**src/sub_exec_params.svh**
```systemverilog
`ifndef SUB_EXEC_PARAMS_SVH
`define SUB_EXEC_PARAMS_SVH

// ---------------------------------------------------------------
// opcode group and operation-mode codes
// ---------------------------------------------------------------
`define SUB_OPCODE_GROUP   4'hD
`define OPM_EA_MINUS_REG_B 3'h0
`define OPM_EA_MINUS_REG_W 3'h1
`define OPM_EA_MINUS_REG_L 3'h2
`define OPM_TO_ADDR_W      3'h3
`define OPM_REG_MINUS_EA_B 3'h4
`define OPM_REG_MINUS_EA_W 3'h5
`define OPM_REG_MINUS_EA_L 3'h6
`define OPM_TO_ADDR_L      3'h7

// ---------------------------------------------------------------
// instruction word field positions
// ---------------------------------------------------------------
`define FLD_GROUP_HI 15
`define FLD_GROUP_LO 12
`define FLD_REG_HI   11
`define FLD_REG_LO   9
`define FLD_OPM_HI   8
`define FLD_OPM_LO   6
`define FLD_MODE_HI  5
`define FLD_MODE_LO  3
`define FLD_EAREG_HI 2
`define FLD_EAREG_LO 0

// ---------------------------------------------------------------
// effective address mode and register codes
// ---------------------------------------------------------------
`define EA_MODE_DATA_DIRECT 3'h0
`define EA_MODE_ADDR_DIRECT 3'h1
`define EA_MODE_INDIRECT    3'h2
`define EA_MODE_INDEXED     3'h6
`define EA_MODE_EXTENDED    3'h7
`define EA_REG_ABS_LONG     3'h1
`define EA_REG_IMMEDIATE    3'h4

// ---------------------------------------------------------------
// reset values
// ---------------------------------------------------------------
`define RESULT_RESET 32'h0000_0000
`define INDEX_RESET  3'h0

`endif

```
**src/sub_exec_pkg.sv**
```systemverilog
package sub_exec_pkg;
  typedef enum logic [1:0] {
    size_byte,
    size_word,
    size_long
  } op_size_t;

  typedef enum logic [1:0] {
    form_none,
    form_to_data_reg,
    form_to_ea,
    form_to_addr_reg
  } exec_form_t;
endpackage

```
**src/sub_alu.sv**
```systemverilog
`timescale 1ns/1ps
`default_nettype none

module sub_alu (
  input  wire logic                  [31:0] minuend,
  input  wire logic                  [31:0] subtrahend,
  input  wire sub_exec_pkg::op_size_t       op_size,
  output logic                       [31:0] difference,
  output logic                              neg,
  output logic                              zero,
  output logic                              ovf,
  output logic                              borrow
);
  logic [8:0]  diff_b;
  logic [16:0] diff_w;
  logic [32:0] diff_l;
  logic        a_msb;
  logic        b_msb;

  // ---------------------------------------------------------------
  // sized subtraction; bits above the size keep the minuend
  // ---------------------------------------------------------------
  always_comb begin
    diff_b = {1'b0, minuend[7:0]} - {1'b0, subtrahend[7:0]};
    diff_w = {1'b0, minuend[15:0]} - {1'b0, subtrahend[15:0]};
    diff_l = {1'b0, minuend} - {1'b0, subtrahend};
    unique case (op_size)
      sub_exec_pkg::size_byte: begin
        difference = {minuend[31:8], diff_b[7:0]};
        borrow     = diff_b[8];                                  // RL5
        zero       = (diff_b[7:0] == 8'h00);                     // RL3
        neg        = diff_b[7];                                  // RL2
        a_msb      = minuend[7];
        b_msb      = subtrahend[7];
      end
      sub_exec_pkg::size_word: begin
        difference = {minuend[31:16], diff_w[15:0]};
        borrow     = diff_w[16];                                 // RL5
        zero       = (diff_w[15:0] == 16'h0000);                 // RL3
        neg        = diff_w[15];                                 // RL2
        a_msb      = minuend[15];
        b_msb      = subtrahend[15];
      end
      default: begin
        difference = diff_l[31:0];
        borrow     = diff_l[32];                                 // RL5
        zero       = (diff_l[31:0] == 32'h0000_0000);            // RL3
        neg        = diff_l[31];                                 // RL2
        a_msb      = minuend[31];
        b_msb      = subtrahend[31];
      end
    endcase
    // signs differ and result sign left the minuend's sign
    ovf = (a_msb != b_msb) && (neg != a_msb);                    // RL4
  end
endmodule // sub_alu

`default_nettype wire

```
**src/sub_ea_check.sv**
```systemverilog
`timescale 1ns/1ps
`default_nettype none
`include "sub_exec_params.svh"

module sub_ea_check (
  input  wire logic [2:0] ea_mode,
  input  wire logic [2:0] ea_reg,
  input  wire logic       ea_is_dest,
  input  wire logic       byte_size,
  output logic            ea_legal
);
  // ---------------------------------------------------------------
  // addressing mode legality
  // ---------------------------------------------------------------
  always_comb begin
    if (ea_is_dest) begin
      // memory alterable only: no register direct, pc-relative or data
      ea_legal = ((ea_mode >= `EA_MODE_INDIRECT) &&
                  (ea_mode <= `EA_MODE_INDEXED)) ||
                 ((ea_mode == `EA_MODE_EXTENDED) &&
                  (ea_reg <= `EA_REG_ABS_LONG));                 // RL11
    end else begin
      // every source mode, immediate included, except address direct at byte size
      ea_legal = !((ea_mode == `EA_MODE_ADDR_DIRECT) && byte_size) && // RL10
                 !((ea_mode == `EA_MODE_EXTENDED) &&
                   (ea_reg > `EA_REG_IMMEDIATE));                // RL9 RL17
    end
  end
endmodule // sub_ea_check

`default_nettype wire

```
**src/subtract_and_subtract_address_exec.sv**
```systemverilog
`timescale 1ns/1ps
`default_nettype none
`include "sub_exec_params.svh"

// Overview of operation
// RL1: extend flag takes the same value as the borrow flag.
// RL2: negative flag is the top bit of the sized result.
// RL3: zero flag set when every sized result bit is zero.
// RL4: overflow flag set on signed overflow at the chosen size.
// RL5: carry flag set when the unsigned subtraction borrows.
// RL6: register field picks one of eight data registers.
// RL7: modes 000/001/010 compute operand minus data register into register.
// RL8: modes 100/101/110 compute data register minus operand into operand.
// RL9: as source, every addressing mode is legal, immediate included.
// RL10: byte size with address register direct source is illegal.
// RL11: as destination, only memory alterable modes are legal.
// RL12: software names a data register destination via the register field.
// RL13: address form stores into the address register, flags untouched.
// RL14: address form sign-extends a word source to 32 bits.
// RL15: mode 011 is word source, 111 long; all 32 bits updated.
// RL16: address form register field picks one of eight address registers.
// RL17: address form accepts every source mode, address direct included.
// RL18: modes 011 and 111 route to the address form path.
module subtract_and_subtract_address_exec (
  input  wire logic                         core_clk,
  input  wire logic                         rst,
  input  wire logic                         instr_valid,
  input  wire logic                  [15:0] instr_word,
  input  wire logic                  [31:0] reg_operand,
  input  wire logic                  [31:0] ea_operand,
  output logic                              exec_done,
  output logic                              illegal_instr,
  output logic                       [31:0] result_data,
  output sub_exec_pkg::exec_form_t          result_form,
  output logic                       [2:0]  result_reg_index,
  output sub_exec_pkg::op_size_t            result_size,
  output logic                              flags_write,
  output logic                              flag_x,
  output logic                              flag_n,
  output logic                              flag_z,
  output logic                              flag_v,
  output logic                              flag_c
);
  // ---------------------------------------------------------------
  // instruction fields
  // ---------------------------------------------------------------
  logic [3:0] group_code;
  logic [2:0] reg_field;
  logic [2:0] opmode;
  logic [2:0] ea_mode;
  logic [2:0] ea_reg;

  assign group_code = instr_word[`FLD_GROUP_HI:`FLD_GROUP_LO];
  assign reg_field  = instr_word[`FLD_REG_HI:`FLD_REG_LO];
  assign opmode     = instr_word[`FLD_OPM_HI:`FLD_OPM_LO];
  assign ea_mode    = instr_word[`FLD_MODE_HI:`FLD_MODE_LO];
  assign ea_reg     = instr_word[`FLD_EAREG_HI:`FLD_EAREG_LO];

  // ---------------------------------------------------------------
  // decode
  // ---------------------------------------------------------------
  logic                     claimed;
  sub_exec_pkg::exec_form_t form;
  sub_exec_pkg::op_size_t   size;
  logic                     ea_is_dest;
  logic                     ea_legal;
  logic [31:0]              op_a;
  logic [31:0]              op_b;

  always_comb begin
    claimed = instr_valid && (group_code == `SUB_OPCODE_GROUP);
    unique case (opmode)
      `OPM_EA_MINUS_REG_B, `OPM_EA_MINUS_REG_W, `OPM_EA_MINUS_REG_L:
        form = sub_exec_pkg::form_to_data_reg;                   // RL7
      `OPM_REG_MINUS_EA_B, `OPM_REG_MINUS_EA_W, `OPM_REG_MINUS_EA_L:
        form = sub_exec_pkg::form_to_ea;                         // RL8
      default:
        form = sub_exec_pkg::form_to_addr_reg;                   // RL18
    endcase
    unique case (opmode)
      `OPM_EA_MINUS_REG_B, `OPM_REG_MINUS_EA_B:
        size = sub_exec_pkg::size_byte;
      `OPM_EA_MINUS_REG_W, `OPM_REG_MINUS_EA_W, `OPM_TO_ADDR_W:
        size = sub_exec_pkg::size_word;                          // RL15
      default:
        size = sub_exec_pkg::size_long;                          // RL15
    endcase
    ea_is_dest = (form == sub_exec_pkg::form_to_ea);
    // minuend follows the opmode table, not the destination
    unique case (form)
      sub_exec_pkg::form_to_ea: begin
        op_a = reg_operand;                                      // RL8
        op_b = ea_operand;
      end
      sub_exec_pkg::form_to_addr_reg: begin
        op_a = reg_operand;                                      // RL13
        if (opmode == `OPM_TO_ADDR_W)
          op_b = {{16{ea_operand[15]}}, ea_operand[15:0]};       // RL14
        else
          op_b = ea_operand;
      end
      default: begin
        // reg_operand is the data register named by reg_field
        op_a = ea_operand;                                       // RL7 RL6
        op_b = reg_operand;
      end
    endcase
  end

  sub_ea_check u_ea_check (
    .ea_mode    (ea_mode),
    .ea_reg     (ea_reg),
    .ea_is_dest (ea_is_dest),
    .byte_size  (size == sub_exec_pkg::size_byte),
    .ea_legal   (ea_legal)
  );

  // ---------------------------------------------------------------
  // arithmetic
  // ---------------------------------------------------------------
  logic [31:0]            alu_diff;
  logic                   alu_n;
  logic                   alu_z;
  logic                   alu_v;
  logic                   alu_c;
  sub_exec_pkg::op_size_t alu_size;

  // address form always works on the whole register
  assign alu_size = (form == sub_exec_pkg::form_to_addr_reg) ?
                    sub_exec_pkg::size_long : size;              // RL15

  sub_alu u_alu (
    .minuend    (op_a),
    .subtrahend (op_b),
    .op_size    (alu_size),
    .difference (alu_diff),
    .neg        (alu_n),
    .zero       (alu_z),
    .ovf        (alu_v),
    .borrow     (alu_c)
  );

  // ---------------------------------------------------------------
  // result registers
  // ---------------------------------------------------------------
  logic                     next_exec_done;
  logic                     next_illegal_instr;
  logic [31:0]              next_result_data;
  sub_exec_pkg::exec_form_t next_result_form;
  logic [2:0]               next_result_reg_index;
  sub_exec_pkg::op_size_t   next_result_size;
  logic                     next_flags_write;
  logic [4:0]               next_flags;

  always_comb begin
    next_exec_done        = claimed;
    next_illegal_instr    = 1'b0;
    next_result_data      = result_data;
    next_result_form      = sub_exec_pkg::form_none;
    next_result_reg_index = result_reg_index;
    next_result_size      = result_size;
    next_flags_write      = 1'b0;
    // flags hold unless a general subtract retires
    next_flags = {flag_x, flag_n, flag_z, flag_v, flag_c};
    if (claimed) begin
      if (!ea_legal) begin
        // nothing is written for an illegal form
        next_illegal_instr = 1'b1;                               // RL10 RL11
      end else begin
        next_result_data      = alu_diff;
        next_result_form      = form;
        next_result_reg_index = reg_field;                       // RL6 RL16
        next_result_size      = alu_size;
        if (form != sub_exec_pkg::form_to_addr_reg) begin
          next_flags_write = 1'b1;
          next_flags = {alu_c, alu_n, alu_z, alu_v, alu_c};      // RL1
        end
      end
    end
  end

  always_ff @(posedge core_clk) begin
    if (rst) begin
      exec_done        <= 1'b0;
      illegal_instr    <= 1'b0;
      result_data      <= `RESULT_RESET;
      result_form      <= sub_exec_pkg::form_none;
      result_reg_index <= `INDEX_RESET;
      result_size      <= sub_exec_pkg::size_byte;
      flags_write      <= 1'b0;
      {flag_x, flag_n, flag_z, flag_v, flag_c} <= 5'h00;
    end else begin
      exec_done        <= next_exec_done;
      illegal_instr    <= next_illegal_instr;
      result_data      <= next_result_data;
      result_form      <= next_result_form;
      result_reg_index <= next_result_reg_index;
      result_size      <= next_result_size;
      flags_write      <= next_flags_write;
      {flag_x, flag_n, flag_z, flag_v, flag_c} <= next_flags;
    end
  end
endmodule // subtract_and_subtract_address_exec

`default_nettype wire

```
**config.mk**
```make
export PLATFORM = sky130hd
export DESIGN_NAME = subtract_and_subtract_address_exec
export DESIGN_NICKNAME = d
export VERILOG_FILES = /design/src/sub_exec_pkg.sv /design/src/sub_alu.sv /design/src/sub_ea_check.sv /design/src/subtract_and_subtract_address_exec.sv
export VERILOG_INCLUDE_DIRS = /design/src
export SDC_FILE = /design/constraint.sdc
export NUM_CORES = 1
export LEC_CHECK = 0
export BUFFER_PORTS_ARGS = -buffer_cell sky130_fd_sc_hd__clkbuf_2
export CAP_MARGIN = 20
export CORE_ASPECT_RATIO = 1.1
export CORE_MARGIN = 8
export CORE_UTILIZATION = 40
export DETAILED_ROUTE_END_ITERATION = 8
export MAX_ROUTING_LAYER = met4
export PLACE_DENSITY_LB_ADDON = 0.12
export SLEW_MARGIN = 20
export SYNTH_ARGS = -nofsm -noshare
export SYNTH_HDL_FRONTEND = slang
export SYNTH_HIERARCHICAL = 1
export SYNTH_SLANG_ARGS = --single-unit
```
**constraint.sdc**
```tcl
create_clock -name core_clk -period 12.3 [get_ports core_clk]
set_input_delay 1.845 -clock core_clk [delete_from_list [all_inputs] [get_ports core_clk]]
set_output_delay 1.845 -clock core_clk [all_outputs]
set_load 0.05 [all_outputs]
```
# == Word-level counts from Yosys, hierarchy flattened ==
# Index checks and enable logic that the tools add are counted.
# totals
reg_bits,46
in_bits,83
# op_classes
addsub,3
magnitude_cmp,4
n_eq_ne,15
n_mux,15
bitwise,2
reduce_logical,25
# ops
cell,count
$pmux W32 S2,2
$mux W32,2
$sub A32 B32 Y33,1
$logic_not A32 Y1,1
$sub A16 B16 Y17,1
$logic_not A16 Y1,1
$eq A3 B3 Y1 const B,4
$reduce_or A3 Y1,4
$pmux W1 S2,5
$sub A8 B8 Y9,1
$logic_not A8 Y1,1
$pmux W2 S2,2
$logic_and A1 B1 Y1,7
$eq A3 B1 Y1 const B,2
$eq A3 B2 Y1 const B,2
$reduce_or A2 Y1,3
$eq A2 B2 Y1 const B,2
$eq A4 B4 Y1 const B,1
$logic_not A2 Y1,2
$ge A3 B2 Y1 const B,1
$gt A3 B3 Y1 const B,1
$le A3 B1 Y1 const B,1
$le A3 B3 Y1 const B,1
$logic_not A3 Y1,1
other kinds (10),15

# == Logic depth before layout (Yosys ltp) ==
# logic_depth
ltp_word,10
mapped_depth,23
mapped_depth_nobuf,20

# == Hierarchy ==
# Netlist, hierarchy kept.
# by_module_without_submodules
mod,n_inst,cells_each,area_per_inst_um2,seq_area_each_um2
subtract_and_subtract_address_exec,1,332,2788.9,920.9
sub_alu,1,359,2398.6,0.0
sub_ea_check,1,7,55.1,0.0

# == Least setup slack after synthesis ==
# Ideal clock, no wire load.
# synth_path
path_kind,input to register
from,input port instr_word[7]
to,register flag_z
t_arrival_ps,6283
required_time_ps,12230
path_slack_ps,5947
stages,23
path_buffers,3
cell_sequence,buf_6 > a21bo_4 > ha_1 > buf_4 > inv_1 > a21oi_4 > buf_6 > a22o_1 > ha_1 > inv_1 > fa_1 > a21oi_2 > o2bb2ai_2 > o311a_4 > a221o_1 > nor4b_4 > o21ai_1 > xor2_1 > nor4b_2 > nand4_1 > a2111oi_2 > nand4_1 > a21oi_1
# synth_rtl
element,line,rtl
from (decl),subtract_and_subtract_address_exec.sv:28,"input wire logic [15:0] instr_word,"
$eq A3 B3 Y1 (tied with other cells),subtract_and_subtract_address_exec.sv:72,unique case (opmode)
$reduce_or A3 Y1,subtract_and_subtract_address_exec.sv:72,
$pmux W2 S2 (*),subtract_and_subtract_address_exec.sv:72,
$eq A2 B2 Y1,subtract_and_subtract_address_exec.sv:90,unique case (form)
$pmux W32 S2 (*),subtract_and_subtract_address_exec.sv:90,
via op_b[0],subtract_and_subtract_address_exec.sv:68,logic [31:0] op_b;
$sub A32 B32 Y33 (tied with other cells),sub_alu.sv:26,"diff_l = {1'b0, minuend} - {1'b0, subtrahend};"
$logic_not A32 Y1 (tied with other cells),sub_alu.sv:47,zero = (diff_l[31:0] == 32'h0000_0000);
$pmux W1 S2 (*),sub_alu.sv:27,unique case (op_size)
via alu_z,subtract_and_subtract_address_exec.sv:123,logic alu_z;
to (signal assigned),subtract_and_subtract_address_exec.sv:200,"{flag_x, flag_n, flag_z, flag_v, flag_c} <= next_flags;"
to (decl),subtract_and_subtract_address_exec.sv:40,"output logic flag_z,"
# Mark *: on every way through the listed nets, which the timed path passes. The rest lies on a longest branch.
# A chain may end at the register's enable or synchronous reset.

# == Worst setup path in the final report ==
# layout_path
from,input port instr_word[8]
to,register flag_z
# Same word-level chain as after synthesis.

==> flow_metrics.tcl <==
set metrics [dict create \
    portBuffers 129 \
    power.density_nw_per_um2 117 \
    fp.dieArea_um2 17000 \
    fin_total_pwr_uw 704 \
    gp_congestion 0.888 \
    insertion_delay_ns 0.29 \
    grt_use_total_pct 20.0 \
    nFillCells 1351 \
    post_cts_resized 0 \
    cts_buffers 5 \
    place_ws_ns 4.92 \
    hpwl_mm 13.6 \
    setup_slack_ns 5.25 \
    synth_seq_cells 46 \
    required_ns 12.50 \
    seqPwrFrac_pct 21.7 \
    post-route-drc-count 0 \
    swShare_pct 42.3 \
    path_cells "clkbuf_2, a21bo_4, ha_2, inv_1, a21oi_4, a22o_1, ha_1, inv_1, fa_1, a21oi_2, o2bb2ai_2, o311a_4, a221o_1, nor4b_4, o21ai_1, xor2_1, nor4b_2, nand4_1, a2111oi_2, nand4_1, a21oi_1" \
    coreArea_um2 13000 \
    syn_nets 815 \
    fin_cells 948 \
    io_pins 130 \
    internal-power_uw 406 \
    cts_hold_buf 0 \
    cts_tree "done" \
    cpPeakStageDelay_ns 0.45 \
    via_per_inst 5.75 \
    area_growth_pct 15.0 \
    hold_class "reg -> reg" \
    cp-start-kind "input port" \
    critPathSlowestCell "a21oi_4" \
    clk_path_buf_depth 2 \
    first_global_vias 5479 \
    drive_gt1_share_pct 26.4 \
    grt_overflow 0 \
    vias 5455 \
    worstPathArrival_ns 7.25 \
    ys.flop_type "dfxtp_1" \
    crit_type "in -> reg" \
    hold_viol 0 \
    num_antenna_cells 0 \
    grt_max_degree 67 \
    max_slew_margin_pct 32.0 \
    crit_path_end_kind "flip-flop" \
    antenna_found_initial 0 \
    row_count 44 \
    dieHeight_um 136 \
    avgSynthCellArea_um2 7.51 \
    worst-path-max-fanout 21 \
    syn_inst 698 \
    cts_sinks 46 \
    p_leak_nw 2.59 \
    clock.fmax_ghz 0.142 \
    h-tree-depth 2 \
    synth_cell_types 71 \
    cts_setup_buffers 0 \
    fin_crit_ns 7.05 \
    synth_edf_count 0 \
    die_x_um 125 \
    firstDrtPassIters 4 \
    fin_crit_sh_pct 57.3 \
    yosysSeqAreaShare_pct 17.6 \
    final-setup-viol-count 0 \
    wl_per_cell_um 18.3 \
    yosysWarnings 6 \
    final_util_pct 46.4 \
    worst_pin_slew_ns 1.02 \
    synth_largest_area_cell "dfxtp_1" \
    drt_iter0_drc 242 \
    synthArstFlopShare_pct 0 \
    synth_area_leaders "dfxtp_1 (18%), mux2_2 (10%), a21oi_1 (8.6%)" \
    ant_nets 0 \
    yosys.area.top_type_share_pct 17.6 \
    clk_pin_slew_worst_paths_ns 0.06 \
    status "finished, final reports clean" \
    power_frac_comb_pct 56.5 \
    wl_mm 17.4 \
    nNetsFinal 903 \
    cts_root_buf "clkbuf_16" \
    max_cap_viol_count 0 \
    clockPowerShare_pct 21.7 \
    placedCellCount 940 \
    rsz0062_at_grt "false" \
    fin_skew_ns 0 \
    p_switching_uw 298 \
    start_util_pct 40.4 \
    drv_slew 0 \
    peakVddDrop_uv 59.1 \
    setup_tns_ns 0 \
    grt_pass1_wl_mm 27.5 \
    synth_area_um2 5240 \
]
## critical path, delay by kind of cell
kind            cells  cell delay (ns)
compound gates     10             2.70
fa+ha+maj           3             1.00
simple gates        4             0.94
buf+inv             3             0.60
xor+xnor            1             0.17
## path summary, 6_finish.rpt
check	start	to	slack, ns	cells past startpoint
setup / recovery	instr_word[8]	flag_z$_SDFFE_PP0P_	5.25	21
hold / removal	result_data[1]$_SDFFE_PP0P_	result_data[1]$_SDFFE_PP0P_	0.47	2
setup reg to reg	result_size[1]$_SDFFE_PP0P_	result_size[1]$_SDFFE_PP0P_	11.53	2
hold reg to reg	result_data[1]$_SDFFE_PP0P_	result_data[1]$_SDFFE_PP0P_	0.47	2
## state kept, by name, indices dropped and copies added, names as in the netlist
| signal | count |
|---|---|
| illegal_instr | 1 |
| result_form | 2 |
| result_data | 32 |
| result_reg_index | 3 |
| flag_z | 1 |
| exec_done | 1 |
| flag_n | 1 |
| result_size | 2 |
| flag_c | 1 |
| flags_write | 1 |
| flag_v | 1 |
## cell usage in the layout, fill, tap and decap left out, types with 3 or more instances in the layout
cell type,count
a211oi_1,6
a21o_1,13
a21oi_1,90
a22o_1,17
a31oi_1,3
and3_1,3
and4b_1,4
buf_4,5
clkbuf_16,5
clkbuf_2,129
dfxtp_1,46
ha_1,32
inv_1,41
mux2_2,47
nand2_1,42
nand2b_1,3
nand3_1,38
nand3b_1,3
nand4_1,14
nor2_1,33
nor2b_1,25
nor3_1,7
nor4_1,4
o211ai_1,18
o21a_1,8
o21ai_0,61
o31ai_1,6
or2_2,4
xnor2_1,11
xor2_1,17
## Yosys cell counts (all sizes together), types with 18 or more instances
| cell type | count |
|---|---|
| inv | 41 |
| dfxtp | 46 |
| o21ai | 62 |
| nor2b | 25 |
| mux2 | 47 |
| nor2 | 33 |
| nand2 | 42 |
| buf | 25 |
| ha | 33 |
| o211ai | 18 |
| clkbuf | 28 |
| a21oi | 93 |
| nand3 | 38 |
## layout make-up
cell class	instances	area [µm²]	share of cell area, %
clock buffers	6	129	2.14
clock inverters	2	37.5	0.623
inverters	41	154	2.55
multi-input cells	558	3900	64.7
flip-flops and latches	46	921	15.3
well taps	161	201	3.34
repair buffers	134	683	11.3
## kinds of logic (layout without fill, tap and decap cells)
| logic type | count (synthesis) | count (layout) | share of synthesized area (%) |
|---|---|---|---|
| flip-flops | 46 | 46 | 17.6 |
| buffers and inverters | 94 | 183 | 8.02 |
| AO/OA/AOI/OAI | 248 | 248 | 30.3 |
| AND/OR/NAND/NOR | 199 | 199 | 20.7 |
| adder cells (fa/ha/maj) | 34 | 34 | 8.26 |
| multiplexers | 49 | 49 | 10.5 |
| XOR/XNOR | 28 | 28 | 4.68 |
## routing by layer
| layer | wire, µm | vias up | share of wire, % | GRT usage (%) |
|---|---|---|---|---|
| li1 | - | 2731 | - | - |
| met1 | 7650 | 2553 | 44 | 23.5 |
| met2 | 8540 | 143 | 49 | 35.1 |
| met3 | 760 | 28 | 4.4 | 2.67 |
| met4 | 427 | 0 | 2.5 | 5.82 |
| met5 | 0 | - | 0 | - |
## stage by stage
step	area, µm²	hold slack (ns)
6_report	6030	0.475
5_1_grt	6030	0.496
4_1_cts	6030	0.476
3_5_place_dp	5860	0.467
3_3_place_gp	5860	0.460
2_1_floorplan	5240	0.701
## power groups by stage
stage / Sequential [mW] / Clock (mW) / Combinational [mW]
CTS: 0.153 / 0.156 / 0.398
detailed placement: 0.156 / 0 / 0.396
finish: 0.153 / 0.153 / 0.398
global route: 0.153 / 0.161 / 0.436
floorplan: 0.165 / 0 / 0.285
global placement: 0.156 / 0 / 0.394
No activity file was read; power rests on OpenSTA's default activity.
